File: src/cidr_pkg.sv
package cidr_pkg;

  // Relocatable configuration base; the data port sits one address above
  localparam logic [15:0] CFG_BASE_DEFAULT = 16'h03f0;
  localparam logic [15:0] DATA_PORT_OFFSET = 16'h0001;

  // Chip-level indices
  localparam logic [7:0] IDX_SOFT_RESET = 8'h02;
  localparam logic [7:0] IDX_RUN_ACCESS = 8'h03;
  localparam logic [7:0] IDX_BANK_SEL = 8'h07;
  localparam logic [7:0] IDX_GLOBAL_POWER = 8'h22;
  localparam logic [7:0] IDX_GLOBAL_TOP = 8'h2f;

  // Per-unit indices
  localparam logic [7:0] IDX_ACTIVATE = 8'h30;
  localparam logic [7:0] IDX_BASE_HI = 8'h60;
  localparam logic [7:0] IDX_BASE_LO = 8'h61;
  localparam logic [7:0] IDX_IRQ_SEL = 8'h70;
  localparam logic [7:0] IDX_SLEEP_WAKE = 8'hf0;
  localparam logic [7:0] IDX_WD_CTRL = 8'hf4;
  localparam logic [7:0] IDX_SOFT_POWER_FIRST = 8'hb0;
  localparam logic [7:0] IDX_SOFT_POWER_LAST = 8'hb3;
  localparam logic [7:0] IDX_PORT1 = 8'hf6;
  localparam logic [7:0] IDX_PORT5 = 8'hf9;
  localparam logic [7:0] IDX_PORT6 = 8'hfa;

  // Run-mode selection register index, chosen by the low two bits
  localparam logic [3:0][7:0] RUN_SEL_INDEX = {8'hea, 8'he4, 8'he2, 8'he0};

  // Fields
  localparam int SOFT_RESET_BIT = 0;
  localparam int RUN_ENABLE_BIT = 7;
  localparam logic [7:0] RUN_ACCESS_MASK = 8'h83;
  localparam logic [7:0] RUN_ACCESS_RESET = 8'h03;
  localparam logic [7:0] BANK_SEL_RESET = 8'h00;
  localparam logic [7:0] GLOBAL_POWER_MASK = 8'h19;
  localparam int POWER_STANDBY_BIT = 5;
  localparam logic [7:0] ZERO_BYTE = 8'h00;
  localparam int ACTIVATE_BIT = 0;

  // Watchdog control: bits 1,3 stored, bit 0 read-only status, bit 2 write-only trigger
  localparam logic [7:0] WD_CTRL_STORE_MASK = 8'h0a;
  localparam int WD_CTRL_STATUS_BIT = 0;
  localparam int WD_CTRL_TRIGGER_BIT = 2;
  localparam int NUM_WD = 3;
  localparam logic [2:0][7:0] WD_INDEX = {8'hf3, 8'hf2, 8'hf1};

  // Battery-backed auxiliary registers: index and battery power-on value
  localparam int NUM_BATT = 8;
  localparam logic [7:0][7:0] BATT_INDEX =
    {8'hfa, 8'hf9, 8'hf6, 8'hf0, 8'hef, 8'he7, 8'he6, 8'he5};
  localparam logic [7:0][7:0] BATT_RESET =
    {8'h00, 8'h00, 8'h00, 8'h00, 8'h00, 8'h01, 8'h01, 8'h00};

  // Logical units
  localparam int NUM_UNITS = 8;
  localparam logic [7:0] AUX_UNIT = 8'h08;
  localparam logic [7:0] ACPI_UNIT = 8'h0a;
  localparam int ACPI_SLOT = 7;
  localparam logic [7:0][7:0] UNIT_NUMBERS =
    {8'h0a, 8'h08, 8'h07, 8'h06, 8'h05, 8'h04, 8'h03, 8'h00};

endpackage

File: src/cidr_access_if.sv
`timescale 1ns/1ns
`default_nettype none
// Index/data strobes between the host port decoder and the register file
interface cidr_access_if;
  logic port_enable;
  logic index_wr;
  logic index_rd;
  logic data_wr;
  logic data_rd;
  logic [7:0] index;
  logic [7:0] wdata;
  modport port (input port_enable, output index_wr, index_rd, data_wr, data_rd, index, wdata);
  modport regs (output port_enable, input index_wr, index_rd, data_wr, data_rd, index, wdata);
endinterface
`default_nettype wire

File: src/cidr_host_port.sv
`timescale 1ns/1ns
`default_nettype none
module cidr_host_port #(
  parameter logic [15:0] CONFIG_BASE = cidr_pkg::CFG_BASE_DEFAULT
) (
  input wire logic clk_in,
  input wire logic rst_in,
  input wire logic [15:0] io_addr_in,
  input wire logic io_wr_in,
  input wire logic io_rd_in,
  input wire logic [7:0] io_wdata_in,
  cidr_access_if.port acc
);
  logic [7:0] index_reg;
  logic hit_index;
  logic hit_data;

  // Data port immediately follows the index port
  assign hit_index = io_addr_in == CONFIG_BASE;
  assign hit_data = io_addr_in == 16'(CONFIG_BASE + cidr_pkg::DATA_PORT_OFFSET);

  // Strobes only while the register file opens the ports
  assign acc.index_wr = io_wr_in && hit_index && acc.port_enable;
  assign acc.index_rd = io_rd_in && hit_index && acc.port_enable;
  assign acc.data_wr = io_wr_in && hit_data && acc.port_enable;
  assign acc.data_rd = io_rd_in && hit_data && acc.port_enable;
  assign acc.index = index_reg;
  assign acc.wdata = io_wdata_in;

  // All eight bits kept, so no upper index aliases a lower one
  always_ff @(posedge clk_in)
  begin
    if (rst_in)
      index_reg <= cidr_pkg::ZERO_BYTE;
    else if (acc.index_wr)
      index_reg <= io_wdata_in;
  end
endmodule
`default_nettype wire

File: src/cidr_activate_bank.sv
`timescale 1ns/1ns
`default_nettype none
module cidr_activate_bank #(
  parameter int UNITS = cidr_pkg::NUM_UNITS
) (
  input wire logic clk_in,
  input wire logic clr_in,
  input wire logic wr_in,
  input wire logic [7:0] unit_in,
  input wire logic wdata_in,
  output logic [UNITS-1:0] active_out
);
  // One activate flop per unit, written only when its bank is selected
  for (genvar i = 0; i < UNITS; i++)
  begin : g_unit
    always_ff @(posedge clk_in)
    begin
      if (clr_in)
        active_out[i] <= 1'b0;
      else if (wr_in && unit_in == cidr_pkg::UNIT_NUMBERS[i])
        active_out[i] <= wdata_in;
    end

  end
endmodule
`default_nettype wire

File: src/cidr_config_regs.sv
`timescale 1ns/1ns
`default_nettype none
// Behaviour
// - All eight index bits select a register; no upper-bit aliasing.
// - Unimplemented registers and bits ignore writes and read as zero.
// - Host writes the index first; data port reaches the indexed register.
// - Chip-level registers below 0x30 respond only in configuration mode.
// - Writing one to bit 0 at 0x02 soft-resets; the bit self-clears.
// - Run-access bit 7 opens port, watchdog control and soft-power registers outside config.
// - Bits 1:0 pick run-mode selection index 0xE0/E2/E4/EA; reset 0x03.
// - Bank select at 0x07 chooses the unit bank above 0x30; resets zero.
// - Activate writes change only the currently selected unit.
// - Base pair: lower index high byte, next index low byte.
// - Power-management activate never gates its system control interrupt.
// - Battery-backed registers survive hard, main and soft reset.
// - Global power bit 5 resets only on standby-supply power-on.
// - Watchdog control mixes read-only and write-only bits.
// - Eight logical units, each with its own bank, chosen by bank select.
// - Unit registers from 0x30 upward need configuration mode unless run-access bit 7 opens them.
module cidr_config_regs #(
  parameter logic [15:0] CONFIG_BASE = cidr_pkg::CFG_BASE_DEFAULT
) (
  input wire logic CLOCK_IN,
  input wire logic RESET_IN,
  input wire logic HARD_RESET_IN,
  input wire logic VCC_POR_IN,
  input wire logic VTR_POR_IN,
  input wire logic CONFIG_MODE_IN,
  input wire logic [15:0] IO_ADDR_IN,
  input wire logic IO_WR_IN,
  input wire logic IO_RD_IN,
  input wire logic [7:0] IO_WDATA_IN,
  input wire logic WDOG_EXPIRED_IN,
  input wire logic SCI_EVENT_IN,
  output logic [7:0] IO_RDATA_OUT,
  output logic IO_RDATA_VALID_OUT,
  output logic SOFT_RESET_OUT,
  output logic [7:0] LOGICAL_BANK_OUT,
  output logic [7:0] UNIT_ACTIVE_OUT,
  output logic [7:0] GLOBAL_POWER_OUT,
  output logic [15:0] ACPI_BASE_OUT,
  output logic [7:0] ACPI_IRQ_SELECT_OUT,
  output logic SYSTEM_CONTROL_INTERRUPT_OUT,
  output logic WDOG_TRIGGER_OUT
);

  ////////////////////////////////////////////////////////////////////////////////
  // Declarations

  cidr_access_if acc ();

  logic soft_reset_reg;
  logic [7:0] run_access_reg;
  logic [7:0] bank_sel_reg;
  logic [7:0] power_main_reg;
  logic power_standby_reg;
  logic [7:0] acpi_base_hi_reg;
  logic [7:0] acpi_base_lo_reg;
  logic [7:0] acpi_irq_reg;
  logic [7:0] sleep_wake_reg;
  logic [7:0] batt_reg [cidr_pkg::NUM_BATT];
  logic [7:0] wd_reg [cidr_pkg::NUM_WD];
  logic [7:0] wd_ctrl_reg;
  logic wd_status_reg;
  logic wd_trigger_reg;
  logic sci_reg;
  logic [7:0] rdata_reg;
  logic rvalid_reg;

  logic hard_rst;
  logic standby_rst;
  logic unit_rst;
  logic [7:0] cur_index;
  logic [7:0] cur_unit;
  logic [7:0] run_sel_index;
  logic run_open;
  logic run_target;
  logic access_ok;
  logic wr;
  logic global_wr;
  logic aux_sel;
  logic acpi_sel;
  logic [7:0] rd_mux;

  ////////////////////////////////////////////////////////////////////////////////
  // Reset classes

  // Battery power-on (RESET_IN) implies every lower class
  assign hard_rst = RESET_IN || HARD_RESET_IN || VCC_POR_IN;
  assign standby_rst = RESET_IN || VTR_POR_IN;
  assign unit_rst = hard_rst || VTR_POR_IN;

  ////////////////////////////////////////////////////////////////////////////////
  // Host port and access gating

  cidr_host_port #(
    .CONFIG_BASE(CONFIG_BASE)
  ) u_host_port (
    .clk_in(CLOCK_IN),
    .rst_in(RESET_IN),
    .io_addr_in(IO_ADDR_IN),
    .io_wr_in(IO_WR_IN),
    .io_rd_in(IO_RD_IN),
    .io_wdata_in(IO_WDATA_IN),
    .acc(acc.port)
  );

  // Run-mode selection index from the low two bits
  assign run_sel_index = cidr_pkg::RUN_SEL_INDEX[run_access_reg[1:0]];
  assign run_open = run_access_reg[cidr_pkg::RUN_ENABLE_BIT];
  assign cur_index = acc.index;

  // Registers reachable in run mode, all in the auxiliary bank
  assign run_target = cur_index == cidr_pkg::IDX_PORT1
    || cur_index == cidr_pkg::IDX_PORT5
    || cur_index == cidr_pkg::IDX_PORT6
    || cur_index == cidr_pkg::IDX_WD_CTRL
    || cur_index == run_sel_index
    || (cur_index >= cidr_pkg::IDX_SOFT_POWER_FIRST
        && cur_index <= cidr_pkg::IDX_SOFT_POWER_LAST);

  // Ports open in config mode, or in run mode when enabled
  assign acc.port_enable = CONFIG_MODE_IN || run_open;
  assign access_ok = CONFIG_MODE_IN || (run_open && run_target);

  // Run mode always lands in the auxiliary bank, whatever bank is selected
  assign cur_unit = CONFIG_MODE_IN ? bank_sel_reg : cidr_pkg::AUX_UNIT;
  assign aux_sel = cur_unit == cidr_pkg::AUX_UNIT;
  assign acpi_sel = cur_unit == cidr_pkg::ACPI_UNIT;
  assign wr = acc.data_wr && access_ok;
  assign global_wr = wr && CONFIG_MODE_IN && cur_index <= cidr_pkg::IDX_GLOBAL_TOP;

  ////////////////////////////////////////////////////////////////////////////////
  // Chip-level registers

  // Soft reset strobe; lasts one cycle, so software never clears it
  always_ff @(posedge CLOCK_IN)
  begin
    if (hard_rst)
      soft_reset_reg <= 1'b0;
    else
      soft_reset_reg <= global_wr && cur_index == cidr_pkg::IDX_SOFT_RESET
        && acc.wdata[cidr_pkg::SOFT_RESET_BIT];
  end

  // Run-mode access select; reserved bits 6:2 never stored
  always_ff @(posedge CLOCK_IN)
  begin
    if (hard_rst)
      run_access_reg <= cidr_pkg::RUN_ACCESS_RESET;
    else if (global_wr && cur_index == cidr_pkg::IDX_RUN_ACCESS)
      run_access_reg <= acc.wdata & cidr_pkg::RUN_ACCESS_MASK;
  end

  // Logical bank select, cleared by soft reset too
  always_ff @(posedge CLOCK_IN)
  begin
    if (hard_rst || soft_reset_reg)
      bank_sel_reg <= cidr_pkg::BANK_SEL_RESET;
    else if (global_wr && cur_index == cidr_pkg::IDX_BANK_SEL)
      bank_sel_reg <= acc.wdata;
  end

  // Global power bits other than the standby-held one
  always_ff @(posedge CLOCK_IN)
  begin
    if (hard_rst)
      power_main_reg <= cidr_pkg::ZERO_BYTE;
    else if (global_wr && cur_index == cidr_pkg::IDX_GLOBAL_POWER)
      power_main_reg <= acc.wdata & cidr_pkg::GLOBAL_POWER_MASK;
  end

  // Standby bit: hard reset and main power-on leave it alone
  always_ff @(posedge CLOCK_IN)
  begin
    if (standby_rst)
      power_standby_reg <= 1'b0;
    else if (global_wr && cur_index == cidr_pkg::IDX_GLOBAL_POWER)
      power_standby_reg <= acc.wdata[cidr_pkg::POWER_STANDBY_BIT];
  end

  ////////////////////////////////////////////////////////////////////////////////
  // Per-unit registers

  cidr_activate_bank #(
    .UNITS(cidr_pkg::NUM_UNITS)
  ) u_activate (
    .clk_in(CLOCK_IN),
    .clr_in(unit_rst || soft_reset_reg),
    .wr_in(wr && cur_index == cidr_pkg::IDX_ACTIVATE),
    .unit_in(cur_unit),
    .wdata_in(acc.wdata[cidr_pkg::ACTIVATE_BIT]),
    .active_out(UNIT_ACTIVE_OUT)
  );

  // Power-management base pair, high byte at the lower index
  always_ff @(posedge CLOCK_IN)
  begin
    if (unit_rst || soft_reset_reg)
    begin
      acpi_base_hi_reg <= cidr_pkg::ZERO_BYTE;
      acpi_base_lo_reg <= cidr_pkg::ZERO_BYTE;
    end
    else if (wr && acpi_sel && cur_index == cidr_pkg::IDX_BASE_HI)
      acpi_base_hi_reg <= acc.wdata;
    else if (wr && acpi_sel && cur_index == cidr_pkg::IDX_BASE_LO)
      acpi_base_lo_reg <= acc.wdata;
  end

  // Battery-backed power-management registers
  always_ff @(posedge CLOCK_IN)
  begin
    if (RESET_IN)
    begin
      acpi_irq_reg <= cidr_pkg::ZERO_BYTE;
      sleep_wake_reg <= cidr_pkg::ZERO_BYTE;
    end
    else if (wr && acpi_sel && cur_index == cidr_pkg::IDX_IRQ_SEL)
      acpi_irq_reg <= acc.wdata;
    else if (wr && acpi_sel && cur_index == cidr_pkg::IDX_SLEEP_WAKE)
      sleep_wake_reg <= acc.wdata;
  end

  // Battery-backed auxiliary pin and port registers
  for (genvar i = 0; i < cidr_pkg::NUM_BATT; i++)
  begin : g_batt
    always_ff @(posedge CLOCK_IN)
    begin
      if (RESET_IN)
        batt_reg[i] <= cidr_pkg::BATT_RESET[i];
      else if (wr && aux_sel && cur_index == cidr_pkg::BATT_INDEX[i])
        batt_reg[i] <= acc.wdata;
    end
  end

  // Watchdog units, value and configuration; soft reset has no effect
  for (genvar i = 0; i < cidr_pkg::NUM_WD; i++)
  begin : g_wd
    always_ff @(posedge CLOCK_IN)
    begin
      if (unit_rst)
        wd_reg[i] <= cidr_pkg::ZERO_BYTE;
      else if (wr && aux_sel && cur_index == cidr_pkg::WD_INDEX[i])
        wd_reg[i] <= acc.wdata;
    end
  end

  // Watchdog control: stored bits, write-only trigger pulse, read-only status
  always_ff @(posedge CLOCK_IN)
  begin
    if (unit_rst)
    begin
      wd_ctrl_reg <= cidr_pkg::ZERO_BYTE;
      wd_trigger_reg <= 1'b0;
    end
    else
    begin
      wd_trigger_reg <= wr && aux_sel && cur_index == cidr_pkg::IDX_WD_CTRL
        && acc.wdata[cidr_pkg::WD_CTRL_TRIGGER_BIT];
      if (wr && aux_sel && cur_index == cidr_pkg::IDX_WD_CTRL)
        wd_ctrl_reg <= acc.wdata & cidr_pkg::WD_CTRL_STORE_MASK;
    end
  end

  // Expiry level from the watchdog counter, same clock
  always_ff @(posedge CLOCK_IN)
  begin
    if (unit_rst)
      wd_status_reg <= 1'b0;
    else
      wd_status_reg <= WDOG_EXPIRED_IN;
  end

  // Interrupt passes whatever the activate bit says
  always_ff @(posedge CLOCK_IN)
  begin
    if (RESET_IN)
      sci_reg <= 1'b0;
    else
      sci_reg <= SCI_EVENT_IN;
  end

  ////////////////////////////////////////////////////////////////////////////////
  // Read path

  // Anything not matched, or not reachable now, reads as zero
  always_comb
  begin
    rd_mux = cidr_pkg::ZERO_BYTE;
    if (CONFIG_MODE_IN && cur_index == cidr_pkg::IDX_RUN_ACCESS)
      rd_mux = run_access_reg;
    else if (CONFIG_MODE_IN && cur_index == cidr_pkg::IDX_BANK_SEL)
      rd_mux = bank_sel_reg;
    else if (CONFIG_MODE_IN && cur_index == cidr_pkg::IDX_GLOBAL_POWER)
    begin
      rd_mux = power_main_reg;
      rd_mux[cidr_pkg::POWER_STANDBY_BIT] = power_standby_reg;
    end
    else if (cur_index == cidr_pkg::IDX_ACTIVATE)
    begin
      for (int u = 0; u < cidr_pkg::NUM_UNITS; u++)
        if (cur_unit == cidr_pkg::UNIT_NUMBERS[u])
          rd_mux[cidr_pkg::ACTIVATE_BIT] = UNIT_ACTIVE_OUT[u];
    end
    else if (acpi_sel)
    begin
      case (cur_index)
        cidr_pkg::IDX_BASE_HI: rd_mux = acpi_base_hi_reg;
        cidr_pkg::IDX_BASE_LO: rd_mux = acpi_base_lo_reg;
        cidr_pkg::IDX_IRQ_SEL: rd_mux = acpi_irq_reg;
        cidr_pkg::IDX_SLEEP_WAKE: rd_mux = sleep_wake_reg;
        default: rd_mux = cidr_pkg::ZERO_BYTE;
      endcase
    end
    else if (aux_sel)
    begin
      for (int b = 0; b < cidr_pkg::NUM_BATT; b++)
        if (cur_index == cidr_pkg::BATT_INDEX[b])
          rd_mux = batt_reg[b];
      for (int w = 0; w < cidr_pkg::NUM_WD; w++)
        if (cur_index == cidr_pkg::WD_INDEX[w])
          rd_mux = wd_reg[w];
      if (cur_index == cidr_pkg::IDX_WD_CTRL)
      begin
        rd_mux = wd_ctrl_reg;
        rd_mux[cidr_pkg::WD_CTRL_STATUS_BIT] = wd_status_reg;
      end
    end
  end

  // Answer one cycle after the strobe; blocked data reads return zero
  always_ff @(posedge CLOCK_IN)
  begin
    if (RESET_IN)
    begin
      rdata_reg <= cidr_pkg::ZERO_BYTE;
      rvalid_reg <= 1'b0;
    end
    else
    begin
      rvalid_reg <= acc.index_rd || acc.data_rd;
      if (acc.index_rd)
        rdata_reg <= cur_index;
      else if (acc.data_rd)
        rdata_reg <= access_ok ? rd_mux : cidr_pkg::ZERO_BYTE;
    end
  end

  ////////////////////////////////////////////////////////////////////////////////
  // Outputs

  assign IO_RDATA_OUT = rdata_reg;
  assign IO_RDATA_VALID_OUT = rvalid_reg;
  assign SOFT_RESET_OUT = soft_reset_reg;
  assign LOGICAL_BANK_OUT = bank_sel_reg;
  assign GLOBAL_POWER_OUT = {power_main_reg[7:6], power_standby_reg, power_main_reg[4:0]};
  assign ACPI_BASE_OUT = {acpi_base_hi_reg, acpi_base_lo_reg};
  assign ACPI_IRQ_SELECT_OUT = acpi_irq_reg;
  assign SYSTEM_CONTROL_INTERRUPT_OUT = sci_reg;
  assign WDOG_TRIGGER_OUT = wd_trigger_reg;
endmodule
`default_nettype wire

File: config.mk
export PLATFORM = sky130hd
export DESIGN_NAME = cidr_config_regs
export DESIGN_NICKNAME = d
export VERILOG_FILES = /design/src/cidr_pkg.sv /design/src/cidr_access_if.sv /design/src/cidr_host_port.sv /design/src/cidr_activate_bank.sv /design/src/cidr_config_regs.sv
export SDC_FILE = /design/constraint.sdc
export NUM_CORES = 1
export LEC_CHECK = 0
export BUFFER_PORTS_ARGS = -buffer_cell sky130_fd_sc_hd__buf_2
export CELL_PAD_IN_SITES_DETAIL_PLACEMENT = 1
export CELL_PAD_IN_SITES_GLOBAL_PLACEMENT = 1
export CORE_ASPECT_RATIO = 2
export CORE_MARGIN = 4
export CORE_UTILIZATION = 49
export DETAILED_ROUTE_END_ITERATION = 16
export PLACE_DENSITY = 0.95
export SYNTH_ARGS = -nofsm -noshare
export SYNTH_HDL_FRONTEND = slang
export SYNTH_SLANG_ARGS = --single-unit
File: constraint.sdc
create_clock -name CLOCK_IN -period 4.9 [get_ports CLOCK_IN]
set_input_delay 0.98 -clock CLOCK_IN [delete_from_list [all_inputs] [get_ports CLOCK_IN]]
set_output_delay 0.98 -clock CLOCK_IN [all_outputs]
set_load 0.05 [all_outputs]
After elaboration in Yosys (flattened, before gate mapping)
Memories as Yosys holds them, arrays and structs flattened.
Index checks and enable logic that the tools add are counted.
Storage, ports and cells
  bits in registers: 78
  bits in writable memories: 88
  output and inout port bits: 60
  logic and storage cells: 222
  memories kept: 2
Memories
  batt_reg: words 8, width 8, rd ports 8, clocked after Yosys merged registers in 0, write ports 8, RTL line cidr_config_regs.sv:61  | logic [7:0] batt_reg [cidr_pkg::NUM_BATT];
  wd_reg: words 3, width 8, rd ports 3, clocked after Yosys merged registers in 0, write ports 3, RTL line cidr_config_regs.sv:62  | logic [7:0] wd_reg [cidr_pkg::NUM_WD];
Cells by class
  magnitude comparators: 4
  equal/unequal tests: 30
  multiplexer cells: 82
  bitwise logic cells: 13
  reductions and logical operators: 67
Operators with widths (count)
  2-to-1 mux 8 bit: 33
  == test 8 bit, second input constant: 12
  logical AND 1 bit: 49
  2-to-1 mux 1 bit: 46
  == test 8 x 3 -> 1 bit, second input constant: 5
  == test 16 x 10 -> 1 bit, second input constant: 2
  one-hot mux 8 bit (4 select lines): 1
  == test 8 x 2 -> 1 bit, second input constant: 3
  == test 8 x 7 -> 1 bit, second input constant: 3
  binary-select mux 8 bit (select 2 bit): 1
  == test 8 x 4 -> 1 bit, second input constant: 2
  == test 8 x 6 -> 1 bit, second input constant: 2
  logical OR 1 bit: 14
  OR 1 bit: 11
  == test 8 bit: 1
  >= comparator 8 bit, second input constant: 1
  less-or-equal comparator 8 x 6 -> 1 bit, second input constant: 1
  less-or-equal comparator 8 bit, second input constant: 1
  logical NOT 8 bit: 1
  2-to-1 mux 7 bit: 1
  AND reduction 2 bit: 2
  less-than comparator 2 x 3 -> 1 bit, second input constant: 1
  inverter 1 bit: 2
  nonzero test 2 bit: 1

Logic depth before layout (Yosys ltp)
  depth after elaboration: 22
  mapped depth: 11
  gate-level depth less buffers: 7

Hierarchy
A second synthesis with hierarchy kept.
Second synthesis, totals
  cell total of the unflattened synthesis: 890
  area total of the unflattened synthesis: 8524.4 sq um
Modules (own cells, without submodules)
  cidr_config_regs: instances 1, cells each 790, area an instance 7654.8 sq um, sequential area each 3883.7 sq um
  cidr_host_port: instances 1, cells each 58, area an instance 456.7 sq um, sequential area each 160.2 sq um
  cidr_activate_bank: instances 1, cells each 42, area an instance 412.9 sq um, sequential area each 160.2 sq um

Worst setup path after synthesis
OpenSTA, ideal clock, no wires.
  path type: input-to-reg
  start: input IO_ADDR_IN[11]
  end: memory batt_reg[6][0] (netlist: batt_reg[1][16]), enable pin
  setup time: 334 ps
  arrival: 2665 ps
  data required time: 4566 ps
  path slack: 1901 ps
  stages: 8
  cell sequence: nor4b_1 -> and4bb_2 -> nand4_1 -> a31oi_1 -> and2_1 -> buf_2 -> nand2_1 -> nand2b_1
RTL lines
  start, declared: RTL line cidr_config_regs.sv:29  | input wire logic [15:0] IO_ADDR_IN,
  end, declared: RTL line cidr_config_regs.sv:61

==> summary.txt <==
Run status
  – Status: finished, final reports clean

Timing
  – Final setup viols: 0
  – FMAX: 266 MHz
  – Hold slack: 0.496 ns
  – Setup tns final: 0 ns
  – Ratio of final minimum period to clock period: 0.768
  – Final setup margin: 1.14 ns
  – Final Hold Viols: 0
  – RSZ-0062 raised after global routing: no
  – Worst Tran Pin Value: 1.24 ns
  – Post-Route Skew: 0.00941 ns
  – Relative slew slack: 0.168
  – Max-slew violations: 0
  – Final Critical Period: 3.76 ns

Power
  – Peak supply drop: 0.000178 V
  – P per Cell Area: 324 nW/um^2
  – P_leak: 3.40 nW

Finish
  – Fraction of layout cells with a size suffix above 1: 0.177
  – Total Nets Final: 944
  – Layout Area Growth over Synthesis: 12.6%
  – N_diodes: 0
  – Max reg flops: 64

Detailed routing
  – DR vias: 7701
  – DRC: 0
  – Routed len/inst: 28.4 um
  – DR pass1 iterations: 7
  – Routed vias/inst: 6.82
  – Drt total wl: 32000 um
  – Post-route ant nets: 0
  – Iter 0 DRT Violations: 770

Yosys
  – Simple-gate portion of the synthesized area: 0.255
  – Synth area leader: edfxtp_1
  – Post-synth EDFFs: 88
  – Main combinational cell family by area after synthesis: simple AND/OR/NAND/NOR gates
  – Most frequent cell after synthesis: nor2_1
  – Synthesized area: 8340 um^2
  – YS warnings: 0
  – Synth Instances: 858
  – Sequential share of the synthesized area: 0.504
  – Post-Synth XOR/XNOR Area: 0
  – Syn avg cell area: 9.72 um^2
  – Synth Flop Type: edfxtp_1
  – Post-synthesis mux area share: 0.0557
  – Post-synth top area share: 0.317
  – Largest cells by area after synthesis: edfxtp_1 32%, dfxtp_1 19%, nor2_1 7.1%
  – Synth Area in Adders: 0
  – Async S/R FF share, synth: 0
  – Synth Area in Compound Gates: 0.142
  – Register bit total from synthesis: 166
  – Post-synth top cells: 158 x nor2_1, 88 x edfxtp_1, 78 x dfxtp_1, 64 x nand2_1, 43 x mux2i_1
  – Synth cell types: 79

Clock tree
  – # H-tree levels: 4
  – Skew-Pair Late Insertion Delay: 0.45 ns
  – Clock root buffer: clkbuf_16
  – CTS Buffer Depth: 2
  – Num Clock Sinks: 166
  – CTS tree: done
  – Post-CTS Setup Inserts: 0
  – Worst-path clk slew: 0.07 ns
  – Hold-fix buffers, CTS: 0
  – Inserted Clock Buffers: 17
  – Post-CTS sizing: 0

Floorplanning
  – Die height: 192 um
  – Starting Density: 0.497
  – Die area: 19300 um^2
  – Core ar.: 16800 um^2
  – # rows: 67
  – # IOs: 94
  – Die W: 100 um

Worst setup path
  – Worst Path Arrival: 3.87 ns
  – Reg2reg setup slack: 1.14 ns
  – Crit path max fanout: 13
  – Setup crit end kind: register
  – Worst Path Required: 5.01 ns
  – Worst Setup Path Type: reg -> reg
  – Worst setup SP type: register

GRT
  – Vias in the first global route: 7965
  – Initial antenna violation count: 0
  – First-pass GRT wire length: 47700 um
  – Total GRT Usage: 0.336
  – Pin count of the biggest net entering global routing: 57
  – Gr ovfl total: 0

Placement
  – DP HPWL: 21900 um
  – Port bufs: 89
  – RePlAce Congestion: 0.998
  – Worst slack, placed: 0.888 ns

Job
  – Max_cap viols: 0

Hold path
  – Hold WC Path Type: reg -> reg
-- power by group --
group	switching [mW]	internal [mW]
combinational	0.0907	0.0264
sequential	0.0158	1.49
clock	0.587	0.827
-- area by class of cell --
type                            instances  area, um^2
Tap cell                              207         259
Clock inverter                         10         115
Multi-Input combinational cell        620        3790
Sequential cell                       166        4200
Inverter                                9        33.8
Clock buffer                           21         494
Fill cell                            1910        7380
Timing Repair Buffer                   96         498
-- worst max-delay path, cell delays in order, from the launching register on --
cell and delay, ns:
dfxtp_1 0.69, and4b_1 0.51, o221ai_1 0.21, o21bai_4 0.24, a31oi_1 0.24, and2_1 0.63, nand3_1 0.43, nand2b_1 0.45
-- cells by family after synthesis --
kind of cell / count (synthesis)
AND/OR/NAND/NOR: 404
AO/OA/AOI/OAI: 166
flip-flops: 166
buffers and inverters: 75
multiplexers: 46
other: 1
-- layer usage --
| metal | vias to the layer above | GRT usage | share of wire |
|---|---|---|---|
| li1 | 3265 | - | - |
| met1 | 3723 | 0.328 | 0.31 |
| met2 | 497 | 0.579 | 0.50 |
| met3 | 216 | 0.0716 | 0.076 |
| met4 | 0 | 0.304 | 0.11 |
| met5 | - | 0 | 0 |
-- path summary, 6_finish.rpt --
kind,start,endpoint,cells past startpoint
max,u_host_port.acc.index[7],batt_reg[0][9],7
max reg2reg,u_host_port.acc.index[7],batt_reg[0][9],7
min,sleep_wake_reg[6],sleep_wake_reg[6],2
min reg2reg,sleep_wake_reg[6],sleep_wake_reg[6],2
-- cells in the final DEF, fill, tap and decap left out, drive strengths merged, types with 7 or more instances in the layout --
cell,netlist,final
nor2,160,160
buf,38,96
edfxtp,88,88
dfxtp,78,78
nand2,64,64
mux2i,43,43
a21oi,34,34
o21ai,34,34
nand2b,27,27
nor3,26,26
a22oi,23,23
clkbuf,28,21
nand3,20,20
nand3b,18,18
inv,9,16
nand4,13,13
o22ai,10,10
nor4,10,10
or3,9,9
a31oi,9,9
and3,8,8
nor2b,7,7
-- metrics by stage --
stage	total power, mW	utilization	cell area, um^2	cells
after floorplan	1.59	-	8350	861
after global placement	1.64	0.524	8780	1098
after detailed placement	1.65	0.524	8780	1098
after CTS	3.03	0.560	9390	1129
after global routing	3.09	0.560	9390	1129
final	3.04	0.560	9390	1129
Note: power is estimated with default switching activity, not from simulation.
